**config.mk**
```make
export PLATFORM = sky130hd
export DESIGN_NAME = kpi_port
export DESIGN_NICKNAME = d
export VERILOG_FILES = /design/src/core/kpi_pkg.sv /design/src/core/kpi_port.sv
export SDC_FILE = /design/constraint.sdc
export NUM_CORES = 1
export LEC_CHECK = 0
export ABC_AREA = 1
export BUFFER_PORTS_ARGS = -buffer_cell sky130_fd_sc_hd__buf_2
export CORE_MARGIN = 3
export CORE_UTILIZATION = 46
export DETAILED_ROUTE_END_ITERATION = 10
export PLACE_DENSITY = 0.82
export SLEW_MARGIN = 20
export SYNTH_ARGS = -nofsm -noshare
export SYNTH_HDL_FRONTEND = slang
export SYNTH_SLANG_ARGS = --single-unit
```
**constraint.sdc**
```tcl
create_clock -name clk -period 1.7 [get_ports clk]
set_clock_uncertainty 0.05 [all_clocks]
set_input_delay 0.17 -clock clk [delete_from_list [all_inputs] [get_ports clk]]
set_output_delay 0.17 -clock clk [all_outputs]
set_load 0.05 [all_outputs]
```
**src/core/kpi_pkg.sv**
```systemverilog
// shared constants and carrier types for the key port block
// assumes a 4-bit register bus; address bit 7 picks the data bank
package kpi_pkg;
    localparam int ADDR_W = 8;
    localparam int DATA_W = 4;

    // register-file offsets, seen in either bank
    localparam logic [6:0] OFS_LEVEL = 7'h0f;
    localparam logic [6:0] OFS_PINSEL = 7'h1f;
    localparam logic [6:0] OFS_DIR_1A = 7'h25;
    localparam logic [6:0] OFS_DIR_B = 7'h26;
    localparam logic [6:0] OFS_DIR_E = 7'h27;
    localparam logic [6:0] OFS_GROUP = 7'h37;
    localparam logic [6:0] OFS_EDGE = 7'h3d;
    localparam logic [6:0] OFS_IRQ = 7'h3e;
    localparam logic [6:0] OFS_MASK = 7'h3f;

    // data-memory offsets, bank dependent
    localparam logic [6:0] OFS_PE = 7'h6f;
    localparam logic [6:0] OFS_PA = 7'h70;
    localparam logic [6:0] OFS_PB = 7'h71;
    localparam logic [6:0] OFS_PC = 7'h72;
    localparam logic [6:0] OFS_PD = 7'h73;
    localparam logic OFS_1A_BANK = 1'b1;

    // field positions
    localparam int PINSEL_BIT = 1;
    localparam int GROUP_D_BIT = 3;
    localparam int GROUP_C_BIT = 2;
    localparam int IRQ_BIT = 0;
    localparam int LEVEL_BIT = 0;
    localparam int EDGE_BIT = 0;

    // values after reset
    localparam logic [3:0] RST_DIR_E = 4'h0;
    localparam logic [2:0] RST_DIR_1A = 3'h0;
    localparam logic [3:0] RST_DIR_B = 4'hf;
    localparam logic RST_GROUP_C = 1'b1;
    localparam logic RST_GROUP_D = 1'b1;
    localparam logic [3:0] RST_LATCH = 4'h0;
    localparam logic RST_EDGE = 1'b1;
    localparam logic RST_MASK = 1'b0;
    localparam logic RST_PINSEL = 1'b0;

    typedef struct packed {
        logic [7:0] addr;
        logic [3:0] wdata;
        logic we;
        logic re;
    } kpi_bus_t;
endpackage : kpi_pkg

```
**src/core/kpi_port.sv**
```systemverilog
// key port block: port data registers, direction control, external irq pin
// assumes pins already synchronous to clk and a master that never overlaps strobes
//
// What this block does
// - select bit routes shared pin to interrupt
// - chosen pin edge sets request flag
// - level flag follows the pin
// - bank and offset pick port data
// - ports B, E, 1A have per-bit direction
// - latch drives pin as soon as output
// - port E direction register, reset all inputs
// - port D switches direction as one group
// - output-mode reads return latch contents
// - group bit three sets port D direction
// - port 1A direction register location
`timescale 1ns/10ps
`default_nettype none
module kpi_port #(
    parameter int DW = kpi_pkg::DATA_W
) (
    input wire logic clk,
    input wire logic rst_n,
    input wire kpi_pkg::kpi_bus_t bus,
    output logic [3:0] rdData,
    input wire logic [3:0] portAIn,
    input wire logic [3:0] portBIn,
    output logic [3:0] portBOut,
    output logic [3:0] portBOe,
    input wire logic [3:0] portCIn,
    output logic [3:0] portCOut,
    output logic [3:0] portCOe,
    input wire logic [3:0] portDIn,
    output logic [3:0] portDOut,
    output logic [3:0] portDOe,
    input wire logic [3:0] portEIn,
    output logic [3:0] portEOut,
    output logic [3:0] portEOe,
    input wire logic [2:0] port1AIn,
    output logic [2:0] port1AOut,
    output logic [2:0] port1AOe,
    input wire logic sharedPinIn,
    output logic irq
);

    if (DW != 4) begin : g_width_check
        $error("kpi_port serves only 4-bit data");
    end

    ////////////////////////////////////////////////////////////////////////
    // address decode

    wire logic bank = bus.addr[7];
    wire logic [6:0] ofs = bus.addr[6:0];
    wire logic b0 = ~bank;
    wire logic b1 = bank;

    // register-file offsets ignore the bank bit; only the data offsets look at it
    wire logic wPinSel = bus.we && ofs == kpi_pkg::OFS_PINSEL;
    wire logic wDir1A = bus.we && ofs == kpi_pkg::OFS_DIR_1A;
    wire logic wDirB = bus.we && ofs == kpi_pkg::OFS_DIR_B;
    wire logic wDirE = bus.we && ofs == kpi_pkg::OFS_DIR_E;
    wire logic wGroup = bus.we && ofs == kpi_pkg::OFS_GROUP;
    wire logic wEdge = bus.we && ofs == kpi_pkg::OFS_EDGE;
    wire logic wIrq = bus.we && ofs == kpi_pkg::OFS_IRQ;
    wire logic wMask = bus.we && ofs == kpi_pkg::OFS_MASK;
    wire logic wPE = bus.we && b0 && ofs == kpi_pkg::OFS_PE;
    wire logic wPA = bus.we && b0 && ofs == kpi_pkg::OFS_PA;
    wire logic wPB = bus.we && b0 && ofs == kpi_pkg::OFS_PB;
    wire logic wPC = bus.we && b0 && ofs == kpi_pkg::OFS_PC;
    wire logic wPD = bus.we && b0 && ofs == kpi_pkg::OFS_PD;
    wire logic wP1A = bus.we && b1 && ofs == kpi_pkg::OFS_PA;
    wire logic wP1B = bus.we && b1 && ofs == kpi_pkg::OFS_PB;

    ////////////////////////////////////////////////////////////////////////
    // control registers

    // port b and the group ports come out of reset pulling their pins low
    logic pinSel_r;
    logic edgeRise_r;
    logic mask_r;
    logic grpC_r;
    logic grpD_r;
    logic [3:0] dirB_r;
    logic [3:0] dirE_r;
    logic [2:0] dir1A_r;

    always_ff @(posedge clk or negedge rst_n) begin
        if (!rst_n) begin
            pinSel_r <= kpi_pkg::RST_PINSEL;
            edgeRise_r <= kpi_pkg::RST_EDGE;
            mask_r <= kpi_pkg::RST_MASK;
            grpC_r <= kpi_pkg::RST_GROUP_C;
            grpD_r <= kpi_pkg::RST_GROUP_D;
            dirB_r <= kpi_pkg::RST_DIR_B;
            dirE_r <= kpi_pkg::RST_DIR_E;
            dir1A_r <= kpi_pkg::RST_DIR_1A;
        end else begin
            if (wPinSel) pinSel_r <= bus.wdata[kpi_pkg::PINSEL_BIT];
            if (wEdge) edgeRise_r <= bus.wdata[kpi_pkg::EDGE_BIT];
            if (wMask) mask_r <= bus.wdata[kpi_pkg::IRQ_BIT];
            if (wGroup) grpC_r <= bus.wdata[kpi_pkg::GROUP_C_BIT];
            if (wGroup) grpD_r <= bus.wdata[kpi_pkg::GROUP_D_BIT];
            if (wDirB) dirB_r <= bus.wdata;
            if (wDirE) dirE_r <= bus.wdata;
            if (wDir1A) dir1A_r <= bus.wdata[2:0];
        end
    end

    ////////////////////////////////////////////////////////////////////////
    // output latches; written in any mode, so an input-mode write is
    // waiting on the line when the bit turns to output

    logic [3:0] latchA_r;
    logic [3:0] latchB_r;
    logic [3:0] latchC_r;
    logic [3:0] latchD_r;
    logic [3:0] latchE_r;
    logic [2:0] latch1A_r;
    logic latch1B_r;

    always_ff @(posedge clk or negedge rst_n) begin
        if (!rst_n) begin
            latchA_r <= kpi_pkg::RST_LATCH;
            latchB_r <= kpi_pkg::RST_LATCH;
            latchC_r <= kpi_pkg::RST_LATCH;
            latchD_r <= kpi_pkg::RST_LATCH;
            latchE_r <= kpi_pkg::RST_LATCH;
            latch1A_r <= kpi_pkg::RST_LATCH[2:0];
            latch1B_r <= 1'b0;
        end else begin
            if (wPA) latchA_r <= bus.wdata;
            if (wPB) latchB_r <= bus.wdata;
            if (wPC) latchC_r <= bus.wdata;
            if (wPD) latchD_r <= bus.wdata;
            if (wPE) latchE_r <= bus.wdata;
            if (wP1A) latch1A_r <= bus.wdata[2:0];
            if (wP1B) latch1B_r <= bus.wdata[0];
        end
    end

    ////////////////////////////////////////////////////////////////////////
    // pin drive; enables come straight from the direction flops so the
    // latch reaches the pin in the same cycle the mode turns to output

    wire logic [3:0] outMaskC = {4{grpC_r}};
    wire logic [3:0] outMaskD = {4{grpD_r}};

    // open-drain ports only ever pull low
    assign portBOut = 4'h0;
    assign portCOut = 4'h0;
    assign portDOut = 4'h0;
    assign portBOe = dirB_r & ~latchB_r;
    assign portCOe = outMaskC & ~latchC_r;
    assign portDOe = outMaskD & ~latchD_r;
    assign portEOut = latchE_r;
    assign portEOe = dirE_r;
    assign port1AOut = latch1A_r;
    assign port1AOe = dir1A_r;

    ////////////////////////////////////////////////////////////////////////
    // external interrupt pin

    // levelPrev_r resets low; a pin held high through reset cannot raise
    // the flag, because the select bit also resets low
    logic levelPrev_r;
    logic irqFlag_r;

    wire logic pinRise = sharedPinIn && !levelPrev_r;
    wire logic pinFall = !sharedPinIn && levelPrev_r;
    wire logic pinEdge = edgeRise_r ? pinRise : pinFall;
    wire logic irqEvent = pinSel_r && pinEdge;
    wire logic irqClear = wIrq && bus.wdata[kpi_pkg::IRQ_BIT];
    // a new edge in the clearing cycle wins
    wire logic irqFlag_nxt = irqEvent || (irqFlag_r && !irqClear);

    always_ff @(posedge clk or negedge rst_n) begin
        if (!rst_n) begin
            levelPrev_r <= 1'b0;
            irqFlag_r <= 1'b0;
        end else begin
            levelPrev_r <= sharedPinIn;
            irqFlag_r <= irqFlag_nxt;
        end
    end

    assign irq = irqFlag_r && mask_r;

    ////////////////////////////////////////////////////////////////////////
    // read path; data stand for exactly one cycle after the strobe

    wire logic [3:0] rdB = (dirB_r & latchB_r) | (~dirB_r & portBIn);
    wire logic [3:0] rdC = (outMaskC & latchC_r) | (~outMaskC & portCIn);
    wire logic [3:0] rdD = (outMaskD & latchD_r) | (~outMaskD & portDIn);
    wire logic [3:0] rdE = (dirE_r & latchE_r) | (~dirE_r & portEIn);
    wire logic [2:0] rd1A = (dir1A_r & latch1A_r) | (~dir1A_r & port1AIn);
    // shared bit reads zero while the pin serves the interrupt
    wire logic rd1B = sharedPinIn && !pinSel_r;

    // reserved bits and unmapped offsets read zero
    logic [3:0] rdMux;
    logic [3:0] rdData_r;

    always_comb begin
        rdMux = 4'h0;
        if (ofs == kpi_pkg::OFS_LEVEL) begin
            rdMux[kpi_pkg::LEVEL_BIT] = sharedPinIn;
        end else if (ofs == kpi_pkg::OFS_PINSEL) begin
            rdMux[kpi_pkg::PINSEL_BIT] = pinSel_r;
        end else if (ofs == kpi_pkg::OFS_DIR_1A) begin
            rdMux = {1'b0, dir1A_r};
        end else if (ofs == kpi_pkg::OFS_DIR_B) begin
            rdMux = dirB_r;
        end else if (ofs == kpi_pkg::OFS_DIR_E) begin
            rdMux = dirE_r;
        end else if (ofs == kpi_pkg::OFS_GROUP) begin
            rdMux[kpi_pkg::GROUP_D_BIT] = grpD_r;
            rdMux[kpi_pkg::GROUP_C_BIT] = grpC_r;
        end else if (ofs == kpi_pkg::OFS_EDGE) begin
            rdMux[kpi_pkg::EDGE_BIT] = edgeRise_r;
        end else if (ofs == kpi_pkg::OFS_IRQ) begin
            rdMux[kpi_pkg::IRQ_BIT] = irqFlag_r;
        end else if (ofs == kpi_pkg::OFS_MASK) begin
            rdMux[kpi_pkg::IRQ_BIT] = mask_r;
        end else if (b0 && ofs == kpi_pkg::OFS_PE) begin
            rdMux = rdE;
        end else if (b0 && ofs == kpi_pkg::OFS_PA) begin
            rdMux = portAIn;
        end else if (b0 && ofs == kpi_pkg::OFS_PB) begin
            rdMux = rdB;
        end else if (b0 && ofs == kpi_pkg::OFS_PC) begin
            rdMux = rdC;
        end else if (b0 && ofs == kpi_pkg::OFS_PD) begin
            rdMux = rdD;
        end else if (b1 && ofs == kpi_pkg::OFS_PA) begin
            rdMux = {1'b0, rd1A};
        end else if (b1 && ofs == kpi_pkg::OFS_PB) begin
            rdMux = {3'h0, rd1B};
        end
    end

    always_ff @(posedge clk or negedge rst_n) begin
        if (!rst_n) begin
            rdData_r <= 4'h0;
        end else begin
            rdData_r <= bus.re ? rdMux : 4'h0;
        end
    end

    assign rdData = rdData_r;

    for (genvar i = 0; i < 4; i++) begin : g_e_bit_chk

    end
endmodule : kpi_port
`default_nettype wire

```
# Word level (Yosys, flattened, before mapping)
# Index checks and enable logic that the tools add are counted.
[op_classes]
n_eq_ne = 14
muxes = 25
n_bitwise = 27
n_reduce_logical = 34
[op_table]
columns = ["op", "n"]
rows = [
  ["$eq 7x6->1 const B", 7],
  ["$and 4x4->4", 11],
  ["$mux 4", 10],
  ["$eq 7x7->1 const B", 5],
  ["$logic_and 1x1->1", 29],
  ["$not 4->4", 7],
  ["$or 4x4->4", 4],
  ["$mux 3", 4],
  ["$mux 1", 8],
  ["$eq 7x4->1 const B", 1],
  ["$eq 7x5->1 const B", 1],
  ["$and 3x3->3", 2],
  ["$mux 2", 3],
  ["$logic_not 1->1", 4],
  ["$not 3->3", 1],
  ["$or 3x3->3", 1],
  ["$logic_or 1x1->1", 1],
  ["$not 1->1", 1],
]
[word_totals]
regBits = 41
in_bits = 40

# Depth between registers and ports, before layout
# Gate-level depths: netlist of run 1.
[depth]
depth_word = 19
depth_mapped = 14
mapped_depth_nobuf = 14

# Least setup slack after synthesis of run 1
# OpenSTA, ideal clock, no wires.
[synth_path]
path_type = "register to register"
from = "reg grpD_r"
to = "reg rdData_r[0], in the netlist rdData[0]"
setup_time_ns = 0.118
t_arrival_ns = 2.000
required_ns = 1.532
setup_slack_ns = -0.468
path_stages_with_launch = 14
path_buffers = 0
cell_sequence = "dfstp_2 -> inv_1 -> nor2_1 -> nor2_1 -> nand3_1 -> nand3_1 -> nor2_1 -> nand4_1 -> nand2_1 -> nand2_1 -> nand2_1 -> nand3_1 -> nand2_1 -> a21oi_2"
[synth_between]
elab_chain_len = 18
elab_cells_between_ends = 19
classes_between = "mux: 15; bitwise: 4"
[synth_rtl]
columns = ["item", "line", "source"]
rows = [
  ["start: declaration", "kpi_port.sv:82", "logic grpD_r;"],
  ["start signal: assignment", "kpi_port.sv:93", "grpD_r <= kpi_pkg::RST_GROUP_D;"],
  ["start signal: assignment", "kpi_port.sv:102", "if (wGroup) grpD_r <= bus.wdata[kpi_pkg::GROUP_D_BIT];"],
  ["$not 4->4", "kpi_port.sv:193", "wire logic [3:0] rdD = (outMaskD & latchD_r) | (~outMaskD & portDIn);"],
  ["$and 4x4->4", "kpi_port.sv:193", ""],
  ["$or 4x4->4 *", "kpi_port.sv:193", ""],
  ["$mux 4 *", "kpi_port.sv:232", "end else if (b0 && ofs == kpi_pkg::OFS_PD) begin"],
  ["$mux 4 *", "kpi_port.sv:230", "end else if (b0 && ofs == kpi_pkg::OFS_PC) begin"],
  ["$mux 4 *", "kpi_port.sv:228", "end else if (b0 && ofs == kpi_pkg::OFS_PB) begin"],
  ["$mux 4 *", "kpi_port.sv:226", "end else if (b0 && ofs == kpi_pkg::OFS_PA) begin"],
  ["$mux 4 *", "kpi_port.sv:224", "end else if (b0 && ofs == kpi_pkg::OFS_PE) begin"],
  ["(+2 left out)", "-", ""],
  ["$mux 1 *", "kpi_port.sv:218", "end else if (ofs == kpi_pkg::OFS_EDGE) begin"],
  ["$mux 2 *", "kpi_port.sv:215", "end else if (ofs == kpi_pkg::OFS_GROUP) begin"],
  ["$mux 4 *", "kpi_port.sv:213", "end else if (ofs == kpi_pkg::OFS_DIR_E) begin"],
  ["$mux 4 *", "kpi_port.sv:211", "end else if (ofs == kpi_pkg::OFS_DIR_B) begin"],
  ["$mux 4 *", "kpi_port.sv:209", "end else if (ofs == kpi_pkg::OFS_DIR_1A) begin"],
  ["$mux 1 *", "kpi_port.sv:207", "end else if (ofs == kpi_pkg::OFS_PINSEL) begin"],
  ["$mux 1 *", "kpi_port.sv:205", "if (ofs == kpi_pkg::OFS_LEVEL) begin"],
  ["$mux 4 *", "kpi_port.sv:245", "rdData_r <= bus.re ? rdMux : 4'h0;"],
  ["end signal: assignment", "kpi_port.sv:245", ""],
  ["end: declaration", "kpi_port.sv:201", "logic [3:0] rdData_r;"],
]
# Every way passes the cells marked *; elsewhere a longest branch is shown, timed or not.
# A chain may end at the register's enable or synchronous reset.

# Worst setup path in the final report of run 1
[layout_path]
from = "reg grpD_r"
to = "reg rdData_r[3], in the netlist rdData[3]"
[layout_between]
elab_chain_len = 18
elab_cells_between_ends = 19
classes_between = "mux: 15; bitwise: 4"
[layout_rtl]
columns = ["item", "line"]
rows = [
  ["$not 4->4", "kpi_port.sv:193"],
  ["$and 4x4->4", "kpi_port.sv:193"],
  ["$or 4x4->4", "kpi_port.sv:193"],
  ["$mux 4", "kpi_port.sv:232"],
  ["$mux 4", "kpi_port.sv:230"],
  ["$mux 4", "kpi_port.sv:228"],
  ["$mux 4", "kpi_port.sv:226"],
  ["$mux 4", "kpi_port.sv:224"],
  ["(+2 left out)", "-"],
  ["$mux 3", "kpi_port.sv:218"],
  ["$mux 2 *", "kpi_port.sv:215"],
  ["$mux 4 *", "kpi_port.sv:213"],
  ["$mux 4 *", "kpi_port.sv:211"],
  ["$mux 4 *", "kpi_port.sv:209"],
  ["$mux 2 *", "kpi_port.sv:207"],
  ["$mux 3 *", "kpi_port.sv:205"],
  ["$mux 4 *", "kpi_port.sv:245"],
]
# Marked as above.

==> qor.csv, run 1 <==
metric,value,unit
status,"finished, violations left",
failing checks,setup timing,
Hold Fails Final Rpt,0,
cell at the root of the clock tree,clkbuf_8,
leakage power,1.704,nW
fin worst setup slack,-0.1921,ns
sequential share of power,42.5,%
Fin Setup TNS,-0.6981,ns
highest-count cells in the layout ignoring fill and taps,"nand2_1, buf_2, o21ai_0",
RR Startpoint,grpD_r,
core area,0.004942,sq mm
grt ovf,0,
Nets,483,
Pins Over Slew Limit,0,
Die Wd,78.94,um
final worst-path cycle share,111.3,%
Hold WS,0.09252,ns
HPWL Detailed,5750,um
power consumption,2.621,mW
drt first pass iters,4,
slowest cell on the critical path,dfstp_2,
CTS tree,yes,
ys flop type,dfrtp_1,
number of global-route vias before repair,2384,
top cell type's share of synthesized area,34.76,%
"EDFF count, synth",0,
gr usage total,23.92,%
crit-path cells,"clkinvlp_4, buf_4, nor2_4, nor2_1, a21oi_1, a21oi_2, o21ai_1, nand3_1, o211ai_1, inv_1",
Synth area leader,dfrtp_1,
Pwr Density,787.3,mW/mm^2
Peak VDD IR,0.0006578,V
worst setup path end,rdData[3],
power share of the clock group,32.2,%
site row count,25,
vias per inst,5.090,
GP Congestion,0.9550,
Reg-to-Reg End,rdData[3],
"flops & latches, synth",41,
post-route ant nets,0,
synth warn,0,
Routed wire per std cell,14.68,um
Highest Clock Rate,528.5,MHz
Synth cell types,35,
Final setup viols,6,
Comb pwr share,25.3,%
Clock Path Buffers,2,
R2R setup slack,-0.19,ns
# IOs,83,
final wirelength,7504,um
switching share of power,34.02,%
RSZ-0062 raised after global routing,true,
Worst path max stage delay,0.57,ns
I/O Buffers,70,
clock sinks,41,
CP startpoint kind,flip-flop,
post-route minimum period,1.892,ns
n_diodes,0,
"Seq/Total Area, Yosys",42.28,%
P&R area growth vs syn,36.04,%
Initial Utilization,49.52,%
worst-skew pair later-pin latency,0.31,ns
Max Cap Viol,0,
Async SR Flop Fraction,100.0,%
"most common cell after layout, fill and taps aside",nand2_1,
initial antenna violation count,0,
Die Area,0.006232,sq mm
path depth of the worst reg2reg path,10,
CP Max Fanout,4,
DRC,0,
Power Internal,1.729,mW
largest cells by area after synthesis,"dfrtp_1, nand2_1, o21ai_0",
Critical Path Source,grpD_r,
H-tree levels,2,
total number of vias,2601,
TritonCTS buffer count,5,
share of layout cells above drive strength 1,34.46,%
Worst Path Arrival,2.04,ns
Worst Hold Class,input port to flip-flop,
Cells after Synth,337,
kind of critical path,flip-flop to flip-flop,
Iter 0 DRT Violations,211,
Mapped Area,0.002447,sq mm
"Avg Cell Area, Syn",7.262,sq um
Psw,891.8,uW
CTS clock-pin slew for the worst setup and hold paths,0.09,ns
first-pass GRT wire length,11620,um
Die Height,78.94,um
CP Capture Type,flip-flop,
largest net degree at the start of global routing,24,
data required time at the worst endpoint,1.85,ns
==> critical path, delay by kind of cell, from the launching register on <==
kind	cells	cell delay, ns
DFF	1	0.57
AOI/OAI and AO/OA	4	0.50
and+or+nand+nor	3	0.26
buffers and inverters	3	0.39
==> per-stage QoR <==
step	worst slack, ns	area, sq um	utilization (%)	cells
2_1_floorplan	-0.1391	2551	-	348
3_3_place_gp	-0.1147	3102	62.76	498
3_5_place_dp	-0.1286	3102	62.76	498
4_1_cts	-0.1553	3247	65.70	508
5_1_grt	-0.3416	3329	67.37	511
6_report	-0.1921	3329	67.37	511
==> sequential cells by signal, summed over array words and instances, names as in the netlist, 3 cells and up <==
register,count
dirB_r,4
latchB_r,4
latchC_r,4
latchD_r,4
portEOe,4
portEOut,4
rdData,4
port1AOe,3
port1AOut,3
==> power groups by stage <==
stage / Sequential (mW) / Combinational (mW) / Clock, mW
6_report: 1.11 / 0.664 / 0.844
2_1_floorplan: 1.20 / 0.353 / 0
4_1_cts: 1.11 / 0.637 / 0.850
3_3_place_gp: 1.13 / 0.620 / 0
3_5_place_dp: 1.13 / 0.629 / 0
5_1_grt: 1.12 / 0.710 / 0.896
==> what timing repair did <==
item                                    in CTS  in global routing
gates resized for setup                      2                 19
endpoints found under the hold margin       17                  0
endpoints found under the setup margin       5                  6
pin swaps                                    0                  2
hold buffers                                 2                  0
buffers inserted                             0                  3
==> worst min path at each step <==
stage	from	end	slack (ns)	cells after the start
floorplan	rst_n	irqFlag_r	-0.18	0
global placement	rst_n	latchC_r[1]	0.09	1
detailed placement	rst_n	latchC_r[1]	0.1	1
CTS	bus[0]	rdData[0]	0.09	3
global route	bus[0]	rdData[0]	0.11	3
finish	bus[0]	rdData[0]	0.09	3
==> Yosys cell counts (2+ instances only) <==
master,count
nor3_1,5
nand3_1,12
mux2i_1,5
o21ai_0,43
dfrtp_1,34
a21oi_1,5
inv_2,3
inv_1,41
nor2_1,53
or2_2,2
o21ai_1,2
nor2_4,4
nor4_1,2
dfstp_2,7
nand2_2,2
o211ai_1,2
buf_4,12
nand4_1,5
nand2_1,82
==> per-layer routing <==
metal / GRT usage (%) / share of wire (%) / vias to the layer above
li1: - / - / 1267
met4: 6.701 / 1.9 / 0
met1: 32.73 / 43 / 1202
met2: 39.05 / 48 / 118
met3: 4.308 / 7.0 / 14
met5: 0 / 0 / -
==> area by class of cell <==
cell class / count / area (sq um)
Clock buffer: 6 / 82.58
Clock inverter: 2 / 37.54
Fill cell: 444 / 1613
Inverter: 44 / 168.9
Multi-Input combinational cell: 249 / 1286
Sequential cell: 41 / 1035
Tap cell: 67 / 83.83
Timing Repair Buffer: 102 / 635.6
==> logic make-up after synthesis <==
logic type             Yosys count  synth area share, %
AND/OR/NAND/NOR                173                31.49
buffers and inverters           58                10.79
other                            1               0.1532
multiplexers                     6                2.505
flip-flops                      41                42.28
AO/OA/AOI/OAI                   58                12.78
Note: power is estimated with default switching activity, not from simulation.
==> inputs of run 2 (changes only) <==
- PLACE_DENSITY: 0.82 -> 0.77
==> run 2 against run 1 <==
- the run still ends with setup timing left
- first-iteration DRC count shrank 7.1%
- count of clock-buffer cells in the layout grew 1
- die area is the same
- cell count shrank 1.6%
- cell area shrank 3.3%
- non-clock buffer count shrank 8
- hold slack gained 0.016 ns
- flip-flop and latch count is the same
- routed wire length shrank 0.76%
- sequential power is essentially flat
- combinational power shrank 1%
- critical endpoint unchanged
==> qor.csv, run 2 (synthesized netlist as in run 1, its figures left out) <==
metric,value,unit,change
Pwr Density,750.1,mW/mm^2,-4.7%
CTS tree,yes,,
grt ovf,0,,unchanged
slowest cell on the critical path,dfstp_2,,
status,"finished, violations left",,
CP bufs+invs,3,,unchanged
CTS clock-pin slew for the worst setup and hold paths,0.09,ns,about the same
Peak VDD IR,0.0004257,V,-35%
area post-placement,0.003042,sq mm,-1.9%
drt first pass iters,6,,+2
Initial Utilization,49.52,%,unchanged
I/O Buffers,70,,unchanged
Max-slew headroom,63.84,%,
"most common cell after layout, fill and taps aside",nand2_1,,
kind of critical path,flip-flop to flip-flop,,
DRC,0,,unchanged
Die Area,0.006232,sq mm,unchanged
total number of vias,2578,,-0.88%
Pins Over Slew Limit,0,,unchanged
most frequent CP cell,a21oi_1,,
CP Capture Type,flip-flop,,
Routed wire per std cell,14.81,um,+0.82%
Max Cap Viol,0,,unchanged
TritonCTS buffer count,5,,unchanged
leakage power,1.649,nW,-3.2%
number of global-route vias before repair,2376,,-0.34%
GP Congestion,0.9545,,about the same
Die Height,78.94,um,unchanged
Worst Tran Pin Value,0.5424,ns,
Clock Path Buffers,2,,unchanged
pre-CTS WS,-0.07816,ns,+0.05049 ns
Worst Path Arrival,1.96,ns,-0.08 ns
Final setup viols,5,,-1
worst-skew pair later-pin latency,0.30,ns,about the same
vias per inst,5.125,,+0.69%
final wirelength,7447,um,-0.76%
P&R area growth vs syn,31.54,%,
CP Max Fanout,4,,unchanged
share of layout cells above drive strength 1,32.34,%,-2.1 points
CP top delay family,flip-flops,,
clock sinks,41,,unchanged
cell at the root of the clock tree,clkbuf_8,,
Hold Fails Final Rpt,0,,unchanged
fin area,0.003219,sq mm,-3.3%
core area,0.004942,sq mm,unchanged
site row count,25,,unchanged
Hold WS,0.1088,ns,+0.01631 ns
final worst-path cycle share,106.5,%,-4.8 points
crit-path cells,"clkinvlp_4, buf_4, nor2_4, nor2_1, a21oi_1, a21oi_1, o21ai_1, nand3_1, o211ai_1, inv_1",,
Worst Hold Class,input port to flip-flop,,
n_diodes,0,,unchanged
initial antenna violation count,0,,unchanged
Iter 0 DRT Violations,196,,-7.1%
H-tree levels,2,,unchanged
power consumption,2.415,mW,-7.9%
Worst path max stage delay,0.56,ns,about the same
RSZ-0062 raised after global routing,true,,
data required time at the worst endpoint,1.85,ns,about the same
HPWL Detailed,5802,um,+0.91%
first-pass GRT wire length,11900,um,+2.4%
Nets,475,,-1.7%
failing checks,setup timing,,
largest net degree at the start of global routing,22,,-8.3%
fin worst setup slack,-0.1099,ns,+0.08230 ns
highest-count cells in the layout ignoring fill and taps,"nand2_1, buf_2, o21ai_0",,
Die Wd,78.94,um,unchanged
CP startpoint kind,flip-flop,,
gr usage total,24.90,%,+0.98 points
post-route minimum period,1.810,ns,-0.08230 ns
# IOs,83,,unchanged
post-route ant nets,0,,unchanged
Highest Clock Rate,552.5,MHz,+4.5%
-- run 2: report_power, final --
group	total (mW)	internal (mW)	leakage [nW]	switching, mW
logic	0.656	0.193	1.08	0.464
registers	1.11	1.05	0.532	0.0604
clock network	0.648	0.294	0.0424	0.354
-- run 2: through the flow --
step | util, % | cells | TNS (ns)
6_report | 65.14 | 503 | -0.4077
2_1_floorplan | - | 348 | -0.4331
3_3_place_gp | 61.54 | 490 | -0.1166
5_1_grt | 65.14 | 503 | -1.042
3_5_place_dp | 61.54 | 490 | -0.1291
4_1_cts | 64.38 | 502 | -0.3058
-- run 2: path summary, 6_finish.rpt --
kind | from | end | slack (ns) | cells after the start
min in group asynchronous | rst_n | mask_r | 0.33 | 2
setup reg to reg | grpD_r | rdData[3] | -0.11 | 10
max in group asynchronous | rst_n | dirB_r[2] | 0.68 | 3
setup / recovery | grpD_r | rdData[3] | -0.11 | 10
hold / removal | bus[0] | rdData[3] | 0.11 | 3
hold reg to reg | latchC_r[0] | latchC_r[0] | 0.44 | 2
-- run 2: layout make-up --
cell class                 instances  area, sq um
multi-input combinational        249         1271
clock buffer                       7        76.32
fill                             468         1723
timing repair buffer              94        575.6
sequential                        41         1035
clock inverter                     1        8.758
tap                               67        83.83
inverter                          44        168.9
-- run 2: what timing repair did --
item,4_1_cts,5_1_grt
hold buffers,2,0
gates resized for setup,7,13
pin swaps,3,3
endpoints found under the hold margin,19,0
setup endpoints to repair,2,9
buffers inserted,2,1
-- run 2: worst min-delay path: cells and delay by family --
family,cells,cell delay [ns]
buffers and inverters,2,0.17
AO/OA/AOI/OAI,1,0.09
-- run 2: per-layer routing --
layer	vias to the layer above	wire length (um)	GRT usage, %
met5	-	0	0
met4	0	85	7.045
met3	9	658	5.556
met2	129	3501	40.32
met1	1190	3203	33.62
li1	1250	-	-
